File: src/hdl/memory_checker_pkg.sv
// package for the memory checker block: constants, layouts, state codes
// assumes a single 25 MHz clock domain and plain control ports
//
// Notes on behaviour
// - each 16-bit word folds in one step
// - 32-bit lfsr divides block into crc
// - lfsr doubles as pseudo-random source
// - feedback polynomial is software programmable
// - block counter sets words per crc
// - finished crc compared with reference automatically
// - mismatch raises interrupt request
package memory_checker_pkg;
  // ----------------------------------------
  // sizes and reset values
  // ----------------------------------------
  localparam int unsigned DATA_W     = 16;
  localparam int unsigned SIG_W      = 32;
  localparam int unsigned CNT_W      = 16;
  localparam int unsigned FIFO_DEPTH = 8;
  localparam logic [SIG_W-1:0] SIG_RESET  = 32'hffff_ffff;
  localparam logic [SIG_W-1:0] POLY_RESET = 32'h04c1_1db7;
  localparam logic [CNT_W-1:0] CNT_ONE    = 16'h0001;

  // ----------------------------------------
  // carriers
  // ----------------------------------------
  typedef struct packed {
    logic [SIG_W-1:0] poly;
    logic [SIG_W-1:0] seed;
    logic [SIG_W-1:0] ref_crc;
    logic [CNT_W-1:0] block_len;
  } memory_checker_cfg_type;

  typedef struct packed {
    logic             done;
    logic             err;
    logic [SIG_W-1:0] crc;
  } memory_checker_result_type;

  typedef enum logic [2:0] {
    MEMORY_CHECKER_IDLE = 3'b001,
    MEMORY_CHECKER_RUN  = 3'b010,
    MEMORY_CHECKER_RAND = 3'b100
  } memory_checker_state_type;
endpackage

File: src/hdl/memory_checker_fifo.sv
// small synchronous fifo in front of the compression stage
// assumes both sides on mclk_in
`timescale 1ns/1ps
module memory_checker_fifo #(
  parameter int unsigned WIDTH = 16,
  parameter int unsigned DEPTH = 8
) (
  // clock and reset
  input  wire logic             mclk_in,
  input  wire logic             resetn_in,
  // fill side
  input  wire logic             in_valid_in,
  input  wire logic [WIDTH-1:0] in_data_in,
  output logic                  in_ready_out,
  // drain side
  output logic                  out_valid_out,
  output logic [WIDTH-1:0]      out_data_out,
  input  wire logic             out_ready_in
);
  localparam int unsigned AW = (DEPTH > 1) ? $clog2(DEPTH) : 1;
  // pointer wrap relies on a power-of-two depth
  if (DEPTH < 2 || (DEPTH & (DEPTH - 1)) != 0) begin : g_bad_depth
    $error("depth must be power of two");
  end

  logic [WIDTH-1:0] mem_reg [DEPTH];
  logic [AW:0]      wr_reg;
  logic [AW:0]      rd_reg;
  logic             push;
  logic             pop;
  logic [AW:0]      wr_next;
  logic [AW:0]      rd_next;

  assign out_valid_out = wr_reg != rd_reg;
  assign wr_next       = push ? wr_reg + 1'b1 : wr_reg;
  assign rd_next       = pop  ? rd_reg + 1'b1 : rd_reg;
  assign out_data_out  = mem_reg[rd_reg[AW-1:0]];
  assign push = in_valid_in && in_ready_out;
  assign pop  = out_valid_out && out_ready_in;

  always_ff @(posedge mclk_in) begin
    if (push) begin
      mem_reg[wr_reg[AW-1:0]] <= in_data_in;
    end
  end

  always_ff @(posedge mclk_in) begin
    if (!resetn_in) begin
      wr_reg       <= '0;
      rd_reg       <= '0;
      in_ready_out <= 1'b1;
    end else begin
      wr_reg       <= wr_next;
      rd_reg       <= rd_next;
      // ready is registered so the top-level port comes from a flop
      in_ready_out <= (wr_next - rd_next) != (AW+1)'(DEPTH);
    end
  end

  property p_ready_matches_room;
    @(posedge mclk_in) disable iff (!resetn_in)
      in_ready_out == ((wr_reg - rd_reg) != (AW+1)'(DEPTH));
  endproperty
  a_ready_matches_room: assert property (p_ready_matches_room) else $error("ready out of step");
endmodule

File: src/hdl/memory_checker_core.sv
// memory checker: 32-bit crc signature, 16 bits in parallel, over blocks of words
// assumes words arrive from logic on mclk_in; config held stable per block
`timescale 1ns/1ps
module memory_checker_core #(
  parameter int unsigned CNT_W = memory_checker_pkg::CNT_W
) (
  // clock and reset
  input  wire logic                        mclk_in,
  input  wire logic                        resetn_in,
  // configuration
  input  wire memory_checker_pkg::memory_checker_cfg_type      cfg_in,
  input  wire logic                        enable_in,
  input  wire logic                        rand_mode_in,
  input  wire logic                        restart_in,
  input  wire logic                        err_clear_in,
  // data stream
  input  wire logic                        data_valid_in,
  input  wire logic [memory_checker_pkg::DATA_W-1:0] data_in,
  output logic                             data_ready_out,
  // results
  output memory_checker_pkg::memory_checker_result_type        result_out,
  output logic [memory_checker_pkg::SIG_W-1:0]       signature_out,
  output logic                             err_sticky_out,
  output logic                             irq_out,
  output logic [CNT_W-1:0]                 words_left_out
);
  if (CNT_W < 1 || CNT_W > memory_checker_pkg::CNT_W) begin : g_bad_cnt_w
    $error("bad counter width");
  end

  // ----------------------------------------
  // one compression step over a full word
  // ----------------------------------------
  function automatic logic [memory_checker_pkg::SIG_W-1:0] fold(
    input logic [memory_checker_pkg::SIG_W-1:0]  sig,
    input logic [memory_checker_pkg::SIG_W-1:0]  poly,
    input logic [memory_checker_pkg::DATA_W-1:0] word
  );
    logic [memory_checker_pkg::SIG_W-1:0] s;
    logic                       fb;
    s = sig;
    for (int i = memory_checker_pkg::DATA_W - 1; i >= 0; i--) begin
      fb = s[memory_checker_pkg::SIG_W-1] ^ word[i];
      s  = {s[memory_checker_pkg::SIG_W-2:0], 1'b0} ^ (fb ? poly : '0);
    end
    return s;
  endfunction

  // ----------------------------------------
  // input buffer
  // ----------------------------------------
  logic                        fifo_valid;
  logic [memory_checker_pkg::DATA_W-1:0] fifo_data;
  logic                        take;

  memory_checker_fifo #(
    .WIDTH(memory_checker_pkg::DATA_W),
    .DEPTH(memory_checker_pkg::FIFO_DEPTH)
  ) u_fifo (
    .mclk_in      (mclk_in),
    .resetn_in    (resetn_in),
    .in_valid_in  (data_valid_in),
    .in_data_in   (data_in),
    .in_ready_out (data_ready_out),
    .out_valid_out(fifo_valid),
    .out_data_out (fifo_data),
    .out_ready_in (take)
  );

  // ----------------------------------------
  // state
  // ----------------------------------------
  memory_checker_pkg::memory_checker_state_type    state_reg;
  memory_checker_pkg::memory_checker_state_type    state_next;
  logic [memory_checker_pkg::SIG_W-1:0]  sig_reg;
  logic [memory_checker_pkg::SIG_W-1:0]  sig_next;
  logic [CNT_W-1:0]            cnt_reg;
  logic                        last_word;
  logic                        mismatch;

  localparam logic [CNT_W-1:0] CNT_ONE_W = CNT_W'(memory_checker_pkg::CNT_ONE);

  // the buffer only drains while a block runs, so a stalled checker
  // pushes back on the source instead of dropping words
  assign take      = (state_reg == memory_checker_pkg::MEMORY_CHECKER_RUN) && fifo_valid;
  assign sig_next  = fold(sig_reg, cfg_in.poly, fifo_data);
  assign last_word = take && (cnt_reg == CNT_ONE_W);
  assign mismatch  = sig_next != cfg_in.ref_crc;

  always_comb begin
    state_next = state_reg;
    case (state_reg)
      memory_checker_pkg::MEMORY_CHECKER_IDLE: begin
        if (enable_in) state_next = rand_mode_in ? memory_checker_pkg::MEMORY_CHECKER_RAND : memory_checker_pkg::MEMORY_CHECKER_RUN;
      end
      memory_checker_pkg::MEMORY_CHECKER_RUN: begin
        if (!enable_in || rand_mode_in) state_next = memory_checker_pkg::MEMORY_CHECKER_IDLE;
      end
      memory_checker_pkg::MEMORY_CHECKER_RAND: begin
        if (!enable_in || !rand_mode_in) state_next = memory_checker_pkg::MEMORY_CHECKER_IDLE;
      end
      default: state_next = memory_checker_pkg::MEMORY_CHECKER_IDLE;
    endcase
  end

  always_ff @(posedge mclk_in) begin
    if (!resetn_in) state_reg <= memory_checker_pkg::MEMORY_CHECKER_IDLE;
    else            state_reg <= state_next;
  end

  // ----------------------------------------
  // signature register
  // ----------------------------------------
  always_ff @(posedge mclk_in) begin
    if (!resetn_in) begin
      sig_reg <= memory_checker_pkg::SIG_RESET;
    end else if (restart_in || state_reg == memory_checker_pkg::MEMORY_CHECKER_IDLE) begin
      sig_reg <= cfg_in.seed;
    end else if (state_reg == memory_checker_pkg::MEMORY_CHECKER_RAND) begin
      // free-running lfsr with zero input gives the random sequence
      sig_reg <= fold(sig_reg, cfg_in.poly, '0);
    end else if (last_word) begin
      sig_reg <= cfg_in.seed;
    end else if (take) begin
      sig_reg <= sig_next;
    end
  end

  // ----------------------------------------
  // block counter
  // ----------------------------------------
  always_ff @(posedge mclk_in) begin
    if (!resetn_in) begin
      cnt_reg <= CNT_ONE_W;
    end else if (restart_in || state_reg == memory_checker_pkg::MEMORY_CHECKER_IDLE || last_word) begin
      // a length of zero is treated as one word per block
      cnt_reg <= (cfg_in.block_len[CNT_W-1:0] == '0) ? CNT_ONE_W
                                                      : cfg_in.block_len[CNT_W-1:0];
    end else if (take) begin
      cnt_reg <= cnt_reg - CNT_ONE_W;
    end
  end

  // ----------------------------------------
  // results, compare and error
  // ----------------------------------------
  always_ff @(posedge mclk_in) begin
    if (!resetn_in) begin
      result_out <= '0;
    end else begin
      result_out.done <= last_word;
      if (last_word) begin
        result_out.crc <= sig_next;
        result_out.err <= mismatch;
      end
    end
  end

  always_ff @(posedge mclk_in) begin
    if (!resetn_in) begin
      err_sticky_out <= 1'b0;
    end else if (last_word && mismatch) begin
      err_sticky_out <= 1'b1;
    end else if (err_clear_in) begin
      err_sticky_out <= 1'b0;
    end
  end

  always_ff @(posedge mclk_in) begin
    if (!resetn_in) irq_out <= 1'b0;
    else            irq_out <= last_word && mismatch;
  end

  always_ff @(posedge mclk_in) begin
    if (!resetn_in) begin
      signature_out  <= memory_checker_pkg::SIG_RESET;
      words_left_out <= '0;
    end else begin
      signature_out  <= sig_reg;
      words_left_out <= cnt_reg;
    end
  end

  // ----------------------------------------
  // checks
  // ----------------------------------------
  property p_irq_on_mismatch;
    @(posedge mclk_in) disable iff (!resetn_in)
      (last_word && mismatch) |=> irq_out && err_sticky_out && result_out.err;
  endproperty
  a_irq_on_mismatch: assert property (p_irq_on_mismatch) else $error("irq missing");

  property p_no_irq_on_match;
    @(posedge mclk_in) disable iff (!resetn_in)
      !(last_word && mismatch) |=> !irq_out;
  endproperty
  a_no_irq_on_match: assert property (p_no_irq_on_match) else $error("spurious irq");

  property p_crc_captured;
    @(posedge mclk_in) disable iff (!resetn_in)
      last_word |=> result_out.done && result_out.crc == $past(sig_next);
  endproperty
  a_crc_captured: assert property (p_crc_captured) else $error("crc not captured");

  property p_fold_step;
    @(posedge mclk_in) disable iff (!resetn_in || restart_in)
      (take && !last_word) |=> sig_reg == $past(sig_next);
  endproperty
  a_fold_step: assert property (p_fold_step) else $error("word not folded");

  property p_count_down;
    @(posedge mclk_in) disable iff (!resetn_in || restart_in)
      (take && !last_word) |=> cnt_reg == $past(cnt_reg) - CNT_ONE_W;
  endproperty
  a_count_down: assert property (p_count_down) else $error("counter stuck");

  property p_reload;
    @(posedge mclk_in) disable iff (!resetn_in)
      last_word |=> cnt_reg != '0 && sig_reg == $past(cfg_in.seed);
  endproperty
  a_reload: assert property (p_reload) else $error("no reload");

  property p_sticky;
    @(posedge mclk_in) disable iff (!resetn_in)
      (err_sticky_out && !err_clear_in) |=> err_sticky_out;
  endproperty
  a_sticky: assert property (p_sticky) else $error("error flag lost");

  property p_rand_moves;
    @(posedge mclk_in) disable iff (!resetn_in || restart_in)
      (state_reg == memory_checker_pkg::MEMORY_CHECKER_RAND) |=> sig_reg == fold($past(sig_reg), $past(cfg_in.poly), '0);
  endproperty
  a_rand_moves: assert property (p_rand_moves) else $error("lfsr not stepping");
endmodule

File: config.mk
export PLATFORM = sky130hd
export DESIGN_NAME = memory_checker_core
export DESIGN_NICKNAME = d
export VERILOG_FILES = /design/src/hdl/memory_checker_pkg.sv /design/src/hdl/memory_checker_fifo.sv /design/src/hdl/memory_checker_core.sv
export SDC_FILE = /design/constraint.sdc
export NUM_CORES = 2
export LEC_CHECK = 0
export BUFFER_PORTS_ARGS = -buffer_cell sky130_fd_sc_hd__buf_2
export CAP_MARGIN = 25
export CORE_MARGIN = 8
export CORE_UTILIZATION = 45
export CTS_BUF_LIST = sky130_fd_sc_hd__clkbuf_4
export DETAILED_ROUTE_END_ITERATION = 16
export HOLD_SLACK_MARGIN = 0.06
export PLACE_DENSITY = 0.74
export SETUP_SLACK_MARGIN = 0.02
export SYNTH_ARGS = -nofsm -noshare
export SYNTH_HDL_FRONTEND = slang
export SYNTH_HIERARCHICAL = 1
export SYNTH_SLANG_ARGS = --single-unit
export TNS_END_PERCENT = 50
File: constraint.sdc
create_clock -name mclk_in -period 15.63 [get_ports mclk_in]
set_input_delay 1.563 -clock mclk_in [delete_from_list [all_inputs] [get_ports mclk_in]]
set_output_delay 1.563 -clock mclk_in [all_outputs]
set_load 0.02 [all_outputs]
# ---- Word level (Yosys, flattened, before mapping)
# Memories as Yosys holds them, arrays and structs flattened. A register that Yosys moved wholly into a read port is not among the register bits.
# Cells that the tools add are included.
dict set report classes {
  n_mul 0
  div 0
  n_reduce_logical 16
  order_cmp 0
  eq_ne 10
  shifts 0
  add_sub_neg 4
  bitwise_logic 48
  muxes 51
}
# operator count
set ops {}
lappend ops {{2-to-1 mux 32 bit} 36}
lappend ops {{XOR 32 bit} 32}
lappend ops {{2-to-1 mux 16 bit} 3}
lappend ops {{!= test 32 bit} 1}
lappend ops {{== test 16 x 1 -> 1 bit, second input constant} 1}
lappend ops {{logical NOT 16 bit} 1}
lappend ops {{subtractor 16 x 1 -> 16 bit, second input constant} 1}
lappend ops {{XOR 1 bit} 16}
lappend ops {{2-to-1 mux 3 bit} 5}
lappend ops {{case mux 3 bit (3 select lines)} 1}
lappend ops {{adder 4 x 1 -> 4 bit, second input constant} 2}
lappend ops {{2-to-1 mux 4 bit} 2}
lappend ops {{logical AND 1 bit} 5}
lappend ops {{logical OR 1 bit} 4}
lappend ops {{2-to-1 mux 1 bit} 4}
lappend ops {{!= test 2 bit, second input constant} 2}
lappend ops {{!= test 4 bit} 1}
lappend ops {{!= test 4 bit, second input constant} 1}
lappend ops {{nonzero test 2 bit} 2}
lappend ops {{nonzero test 4 bit} 1}
lappend ops {{subtractor 4 bit} 1}
lappend ops {{== test 3 x 1 -> 1 bit, second input constant} 1}
lappend ops {{== test 3 x 2 -> 1 bit, second input constant} 1}
lappend ops {{== test 3 bit, second input constant} 1}
lappend ops {{other kinds (3)} 4}
dict set report word_totals {
  output_inout_bits 85
  ramBits 128
  word_cells 143
  inputBits 135
  memories 1
  register_bits 144
  latch_bits 0
  rom_bits 0
}
# name words width read_ports rd_ports_with_merged_regs write_ports line_no
set memory_table {}
lappend memory_table {u_fifo.mem_reg 8 16 1 1 1 memory_checker_fifo.sv:26} ;# logic [WIDTH-1:0] mem_reg [DEPTH];

# ---- Depth between registers and ports, before layout
dict set report depth {
  word_depth 52
  mapped_depth 37
  mapped_depth_nobuf 28
}

# ---- Hierarchy
# The synthesis kept the hierarchy.
# mod seq_area_each_um2 n_inst cells_per_inst area_each_um2
set by_module_without_submodules {}
lappend by_module_without_submodules {memory_checker_core 2702.6 1 3583 23941.7}
lappend by_module_without_submodules {memory_checker_fifo 4023.9 1 254 5396.4}

# ---- Worst setup path after synthesis
# Ideal clock, no wire load.
dict set report synth_timing {
  path_kind {in2reg}
  startpoint {input cfg_in[111] in the netlist's numbering}
  endpoint {register err_sticky_out}
  path_slack_ps 6537
  t_arrival_ps 8975
  stages 31
  t_required_ps 15513
  path_buffers 5
  setup_ps 117
  cell_sequence {buf_2 inv_1 o21ai_0 nand2_1 o211a_1 or2_1 buf_6 mux2i_2 or4_1 buf_2 a211oi_4 nand2_1 a31oi_1 buf_2 nor4_1 nor4bb_2 or2_4 buf_6 mux2_4 o311ai_1 nand2_1 o32a_1 a22o_1 a22oi_4 xnor2_2 nand2_1 xor3_1 or3_1 or4_1 or3_1 a32o_1}
}
dict set report synth_via {
  elab_chain_len 50
  elab_cells_between_ends 51
  classes_between {1 x eq/ne; 17 x mux; 31 x bitwise; 2 x reduce/logical}
}
# element line_no
set synth_rtl {}
lappend synth_rtl {{from (decl)} memory_checker_core.sv:11} ;# input wire memory_checker_pkg::memory_checker_cfg_type cfg_in,
lappend synth_rtl {{2-to-1 mux 32 bit} memory_checker_core.sv:44} ;# s = {s[memory_checker_pkg::SIG_W-2:0], 1'b0} ^ (fb ? poly : '0);
lappend synth_rtl {{XOR 32 bit} memory_checker_core.sv:44}
lappend synth_rtl {{XOR 1 bit} memory_checker_core.sv:43} ;# fb = s[memory_checker_pkg::SIG_W-1] ^ word[i];
lappend synth_rtl {{2-to-1 mux 32 bit} memory_checker_core.sv:44}
lappend synth_rtl {{XOR 32 bit} memory_checker_core.sv:44}
lappend synth_rtl {{XOR 1 bit} memory_checker_core.sv:43}
lappend synth_rtl {{2-to-1 mux 32 bit} memory_checker_core.sv:44}
lappend synth_rtl {{XOR 32 bit} memory_checker_core.sv:44}
lappend synth_rtl {{[... 34 more ...]} n/a}
lappend synth_rtl {{2-to-1 mux 32 bit} memory_checker_core.sv:44}
lappend synth_rtl {{XOR 32 bit} memory_checker_core.sv:44}
lappend synth_rtl {{XOR 1 bit} memory_checker_core.sv:43}
lappend synth_rtl {{2-to-1 mux 32 bit} memory_checker_core.sv:44}
lappend synth_rtl {{XOR 32 bit *} memory_checker_core.sv:44}
lappend synth_rtl {{!= test 32 bit *} memory_checker_core.sv:88} ;# assign mismatch = sig_next != cfg_in.ref_crc;
lappend synth_rtl {{logical AND 1 bit *} memory_checker_core.sv:162} ;# end else if (last_word && mismatch) begin
lappend synth_rtl {{2-to-1 mux 1 bit or nonzero test 2 bit (tied branches)} n/a}
lappend synth_rtl {{to (signal assigned)} memory_checker_core.sv:161} ;# err_sticky_out <= 1'b0;
lappend synth_rtl {{to (signal assigned)} memory_checker_core.sv:163} ;# err_sticky_out <= 1'b1;
lappend synth_rtl {{to (signal assigned)} memory_checker_core.sv:165} ;# err_sticky_out <= 1'b0;
lappend synth_rtl {{to (decl)} memory_checker_core.sv:23} ;# output logic err_sticky_out,
# Every way passes the cells marked *; elsewhere a longest branch is shown, timed or not.
# A chain may end at the register's enable or synchronous reset.

==> results.md <==
- Total Neg Setup Slack: 0 ns
- Sequential share of the synthesized area: 22.9%
- Fmax: 0.0810 GHz
- Hold Path Origin: result_out[11]$_SDFFE_PN0P_
- Global-route wire length before repair: 161,000 um
- Final min period: 12.35 ns
- Register area: 6730 um^2
- Finish-stage setup viols: 0
- Critical path class: flip-flop to flip-flop
- Worst r2r src: u_fifo/rd_reg[0]$_SDFF_PN0_
- Filler cells: 6,221
- Area of the core: 64,500 um^2
- Max-Cap Viols: 0
- H-Tree Depth: 2
- RSZ-0062 raised after global routing: no
- Vias in the first global route: 25,957
- Top area cells in the synthesized netlist: xnor2_1, nand2_1, edfxtp_1, dfxtp_1, o21ai_0
- First-pass DRT Iterations: 6
- Mapped Area: 29,300 um^2
- 1st-iter DRT viols: 4,062
- Compound-gate portion of the synthesized area: 15.1%
- IO Count: 220
- Area Overhead vs Synth: 8.10%
- Net Count, Synth: 3,979
- Final hold vios: 0
- Yosys warning count: 6
- # DRC: 0
- Slew @ Worst Pin: 1.08 ns
- Root Driver: clkbuf_4
- Cell count after synthesis: between 3,000 and 4,000
- PnR worst setup slack: about 3.3 ns
- Worst-path clk slew: approximately 0.08 ns
- TritonCTS Buffers: 56
- R2R depth: 30
- Largest net degree at the start of global routing: slightly below 100
- Antenna violations before repair: 22
- Core Util, Final: 49.2%
- # hold bufs at CTS: 0
- Vias: 28,513
- HPWL Detailed: 73,700 um
- Post-synth top area cell: xnor2_1
- Bufs on Longest Clock Path: 3
- Final std cells w/o fill: 4,764
- Die ar.: about 74,000 um^2
- CP Launch Type: flip-flop
- Worst hold path class: flip-flop to flip-flop
- Clock Sink Count: 272
- Layout cell share with drive strength beyond 1: 13.3%
- Max FFs per register: 128
- Nets: 3,998
- Mapped Avg Cell Area: around 7.6 um^2
- Max_slew headroom: 27.4%
- Drt wl/cell: roughly 22 um
- Number of enable flip-flop cells after synthesis: 128
- CP Max Fanout: 33
- Port-buffer cells: 219
- Final wirelength: about 110,000 um
- Top FF cell, synth: dfxtp_1
- Post-cts sizing count: 0
- Multi-input combinational cell area: 21,400 um^2
- Most frequent cells in the layout: nand2_1, xnor2_1, buf_2, o21ai_0, dfxtp_1
- ANT nets after route: 0
- Worst Path Arrival: 12.94 ns
- Skew final: 0.0693 ns
- Largest family of logic cells by synthesized area: XOR/XNOR gates
- Die height: about 270 um
- Commonest non-fill, non-tap cell in the layout: nand2_1
- Worst Hold End: result_out[11]$_SDFFE_PN0P_
- Yosys reg bits: 272
- Worst path slowest cell: a31oi_1
- Outcome: finished, final reports clean
- Post-Place Worst Slack: 3.36 ns
- Post-Synth Adder-Cell Area: 0.299%
- Crit-path max cell delay: 0.82 ns
- Clk_lat worst skew: 0.74 ns
- Reg2Reg Setup Slack: 3.28 ns
- Worst EP required: 16.23 ns
- Yosys cell types: a little over 100
- Worst hold path depth: 1
- Synth Area in Simple Gates: 22.4%
- TritonCTS clock tree: done
- Cell Rows: 93
- GRT Residual Overflow: 0
- Post-synth top area share: 24.2%
- Post-CTS Setup Inserts: 0
- Slew Limit Fails: 0
- Placer Congestion: 0.970
- Routed vias/inst: 5.99
- Multiplexer share of the synthesized area: around 4.5%
- XOR/XNOR Fraction of Synth Area: 29.9%
- Placed cells: 4,651
- Tcrit/Tclk final: 79.0%
- Async SR Flop Fraction: 0%
- CP endpoint kind: flip-flop
- Total track usage: 27.4%
- Reg-to-reg endpoint: err_sticky_out$_SDFFE_PN0P_
- Die W: 271 um
- Starting Density: 45.5%
per-layer routing:
metal	part of all wire (%)	vias up	wire (um)	GRT usage (%)
met5	0.15	-	159	0
met4	3.6	24	3850	8.42
met3	13	291	14200	8.13
met2	43	1862	45800	41.5
met1	40	13358	42800	37.2
li1	-	12978	-	-
synthesized netlist by cell type (8+ instances only):
library cell / instances
and3_1: 26
xor3_1: 8
inv_1: 16
xor2_1: 76
mux4_2: 32
nand2b_1: 44
edfxtp_1: 128
o22ai_1: 8
xnor3_1: 30
a221o_1: 12
nand3_1: 44
mux2i_1: 30
a21boi_0: 15
o211ai_1: 34
buf_2: 24
a32oi_1: 51
o21a_1: 14
a211oi_1: 29
a21oi_1: 110
a31oi_1: 8
o21ai_0: 212
nor3_1: 35
buf_1: 59
a22o_1: 30
a221oi_1: 12
nor2b_1: 12
or3_1: 24
dfxtp_1: 144
clkbuf_1: 249
xnor2_1: 811
mux2_2: 24
nor2_1: 136
nand4_1: 15
nor3b_1: 10
o211a_1: 10
and2_1: 71
nor4_1: 20
o2111ai_1: 10
nand2_1: 1050
or2_2: 9
worst max path at each step:
stage                                     start                     endpoint  slack [ns]  cells after the start
floorplan                           cfg_in[111]  err_sticky_out$_SDFFE_PN0P_        6.54                     31
global placement                    cfg_in[111]  err_sticky_out$_SDFFE_PN0P_        3.61                     29
detailed placement                  cfg_in[111]  err_sticky_out$_SDFFE_PN0P_        3.36                     29
CTS                 u_fifo/rd_reg[0]$_SDFF_PN0_  err_sticky_out$_SDFFE_PN0P_        3.42                     30
global route        u_fifo/rd_reg[0]$_SDFF_PN0_  err_sticky_out$_SDFFE_PN0P_        2.54                     30
finish              u_fifo/rd_reg[0]$_SDFF_PN0_  err_sticky_out$_SDFFE_PN0P_        3.28                     30
stage by stage:
step / hold WS [ns] / area (um^2)
floorplan: 0.447 / 29300
global placement: 0.479 / 31000
detailed placement: 0.486 / 31000
CTS: 0.507 / 31700
global route: 0.530 / 31700
finish: 0.505 / 31700
final cells by class:
type / count / area share, %
multi-input combinational: 3205 / 67.5
sequential: 272 / 21.2
timing repair buffer: 303 / 5.47
tap: 855 / 3.37
clock buffer: 75 / 1.78
clock inverter: 27 / 0.383
inverter: 18 / 0.213
antenna: 9 / 0.0710
cells by family (layout without fill, tap and decap cells):
family | Yosys count | in the layout
xor gates and xnor gates | 932 | 932
adders and majority gates | 7 | 7
and+or+nand+nor | 1526 | 1526
muxes | 88 | 88
AOI/OAI and AO/OA | 652 | 652
buffers and inverters | 360 | 423
DFF | 272 | 272
other | 0 | 9
worst max-delay path: cells and delay by family, from the launching register on:
kind | cells | cell delay [ns]
XOR/XNOR | 2 | 1.47
buffers and inverters | 2 | 0.86
flip-flops | 1 | 0.57
AO/OA/AOI/OAI | 14 | 4.68
multiplexers | 3 | 1.08
AND/OR/NAND/NOR | 9 | 3.53
Power is left out: the tool's default activity adds up to more than one toggle a clock period on the data nets, which glitch-free logic cannot reach.
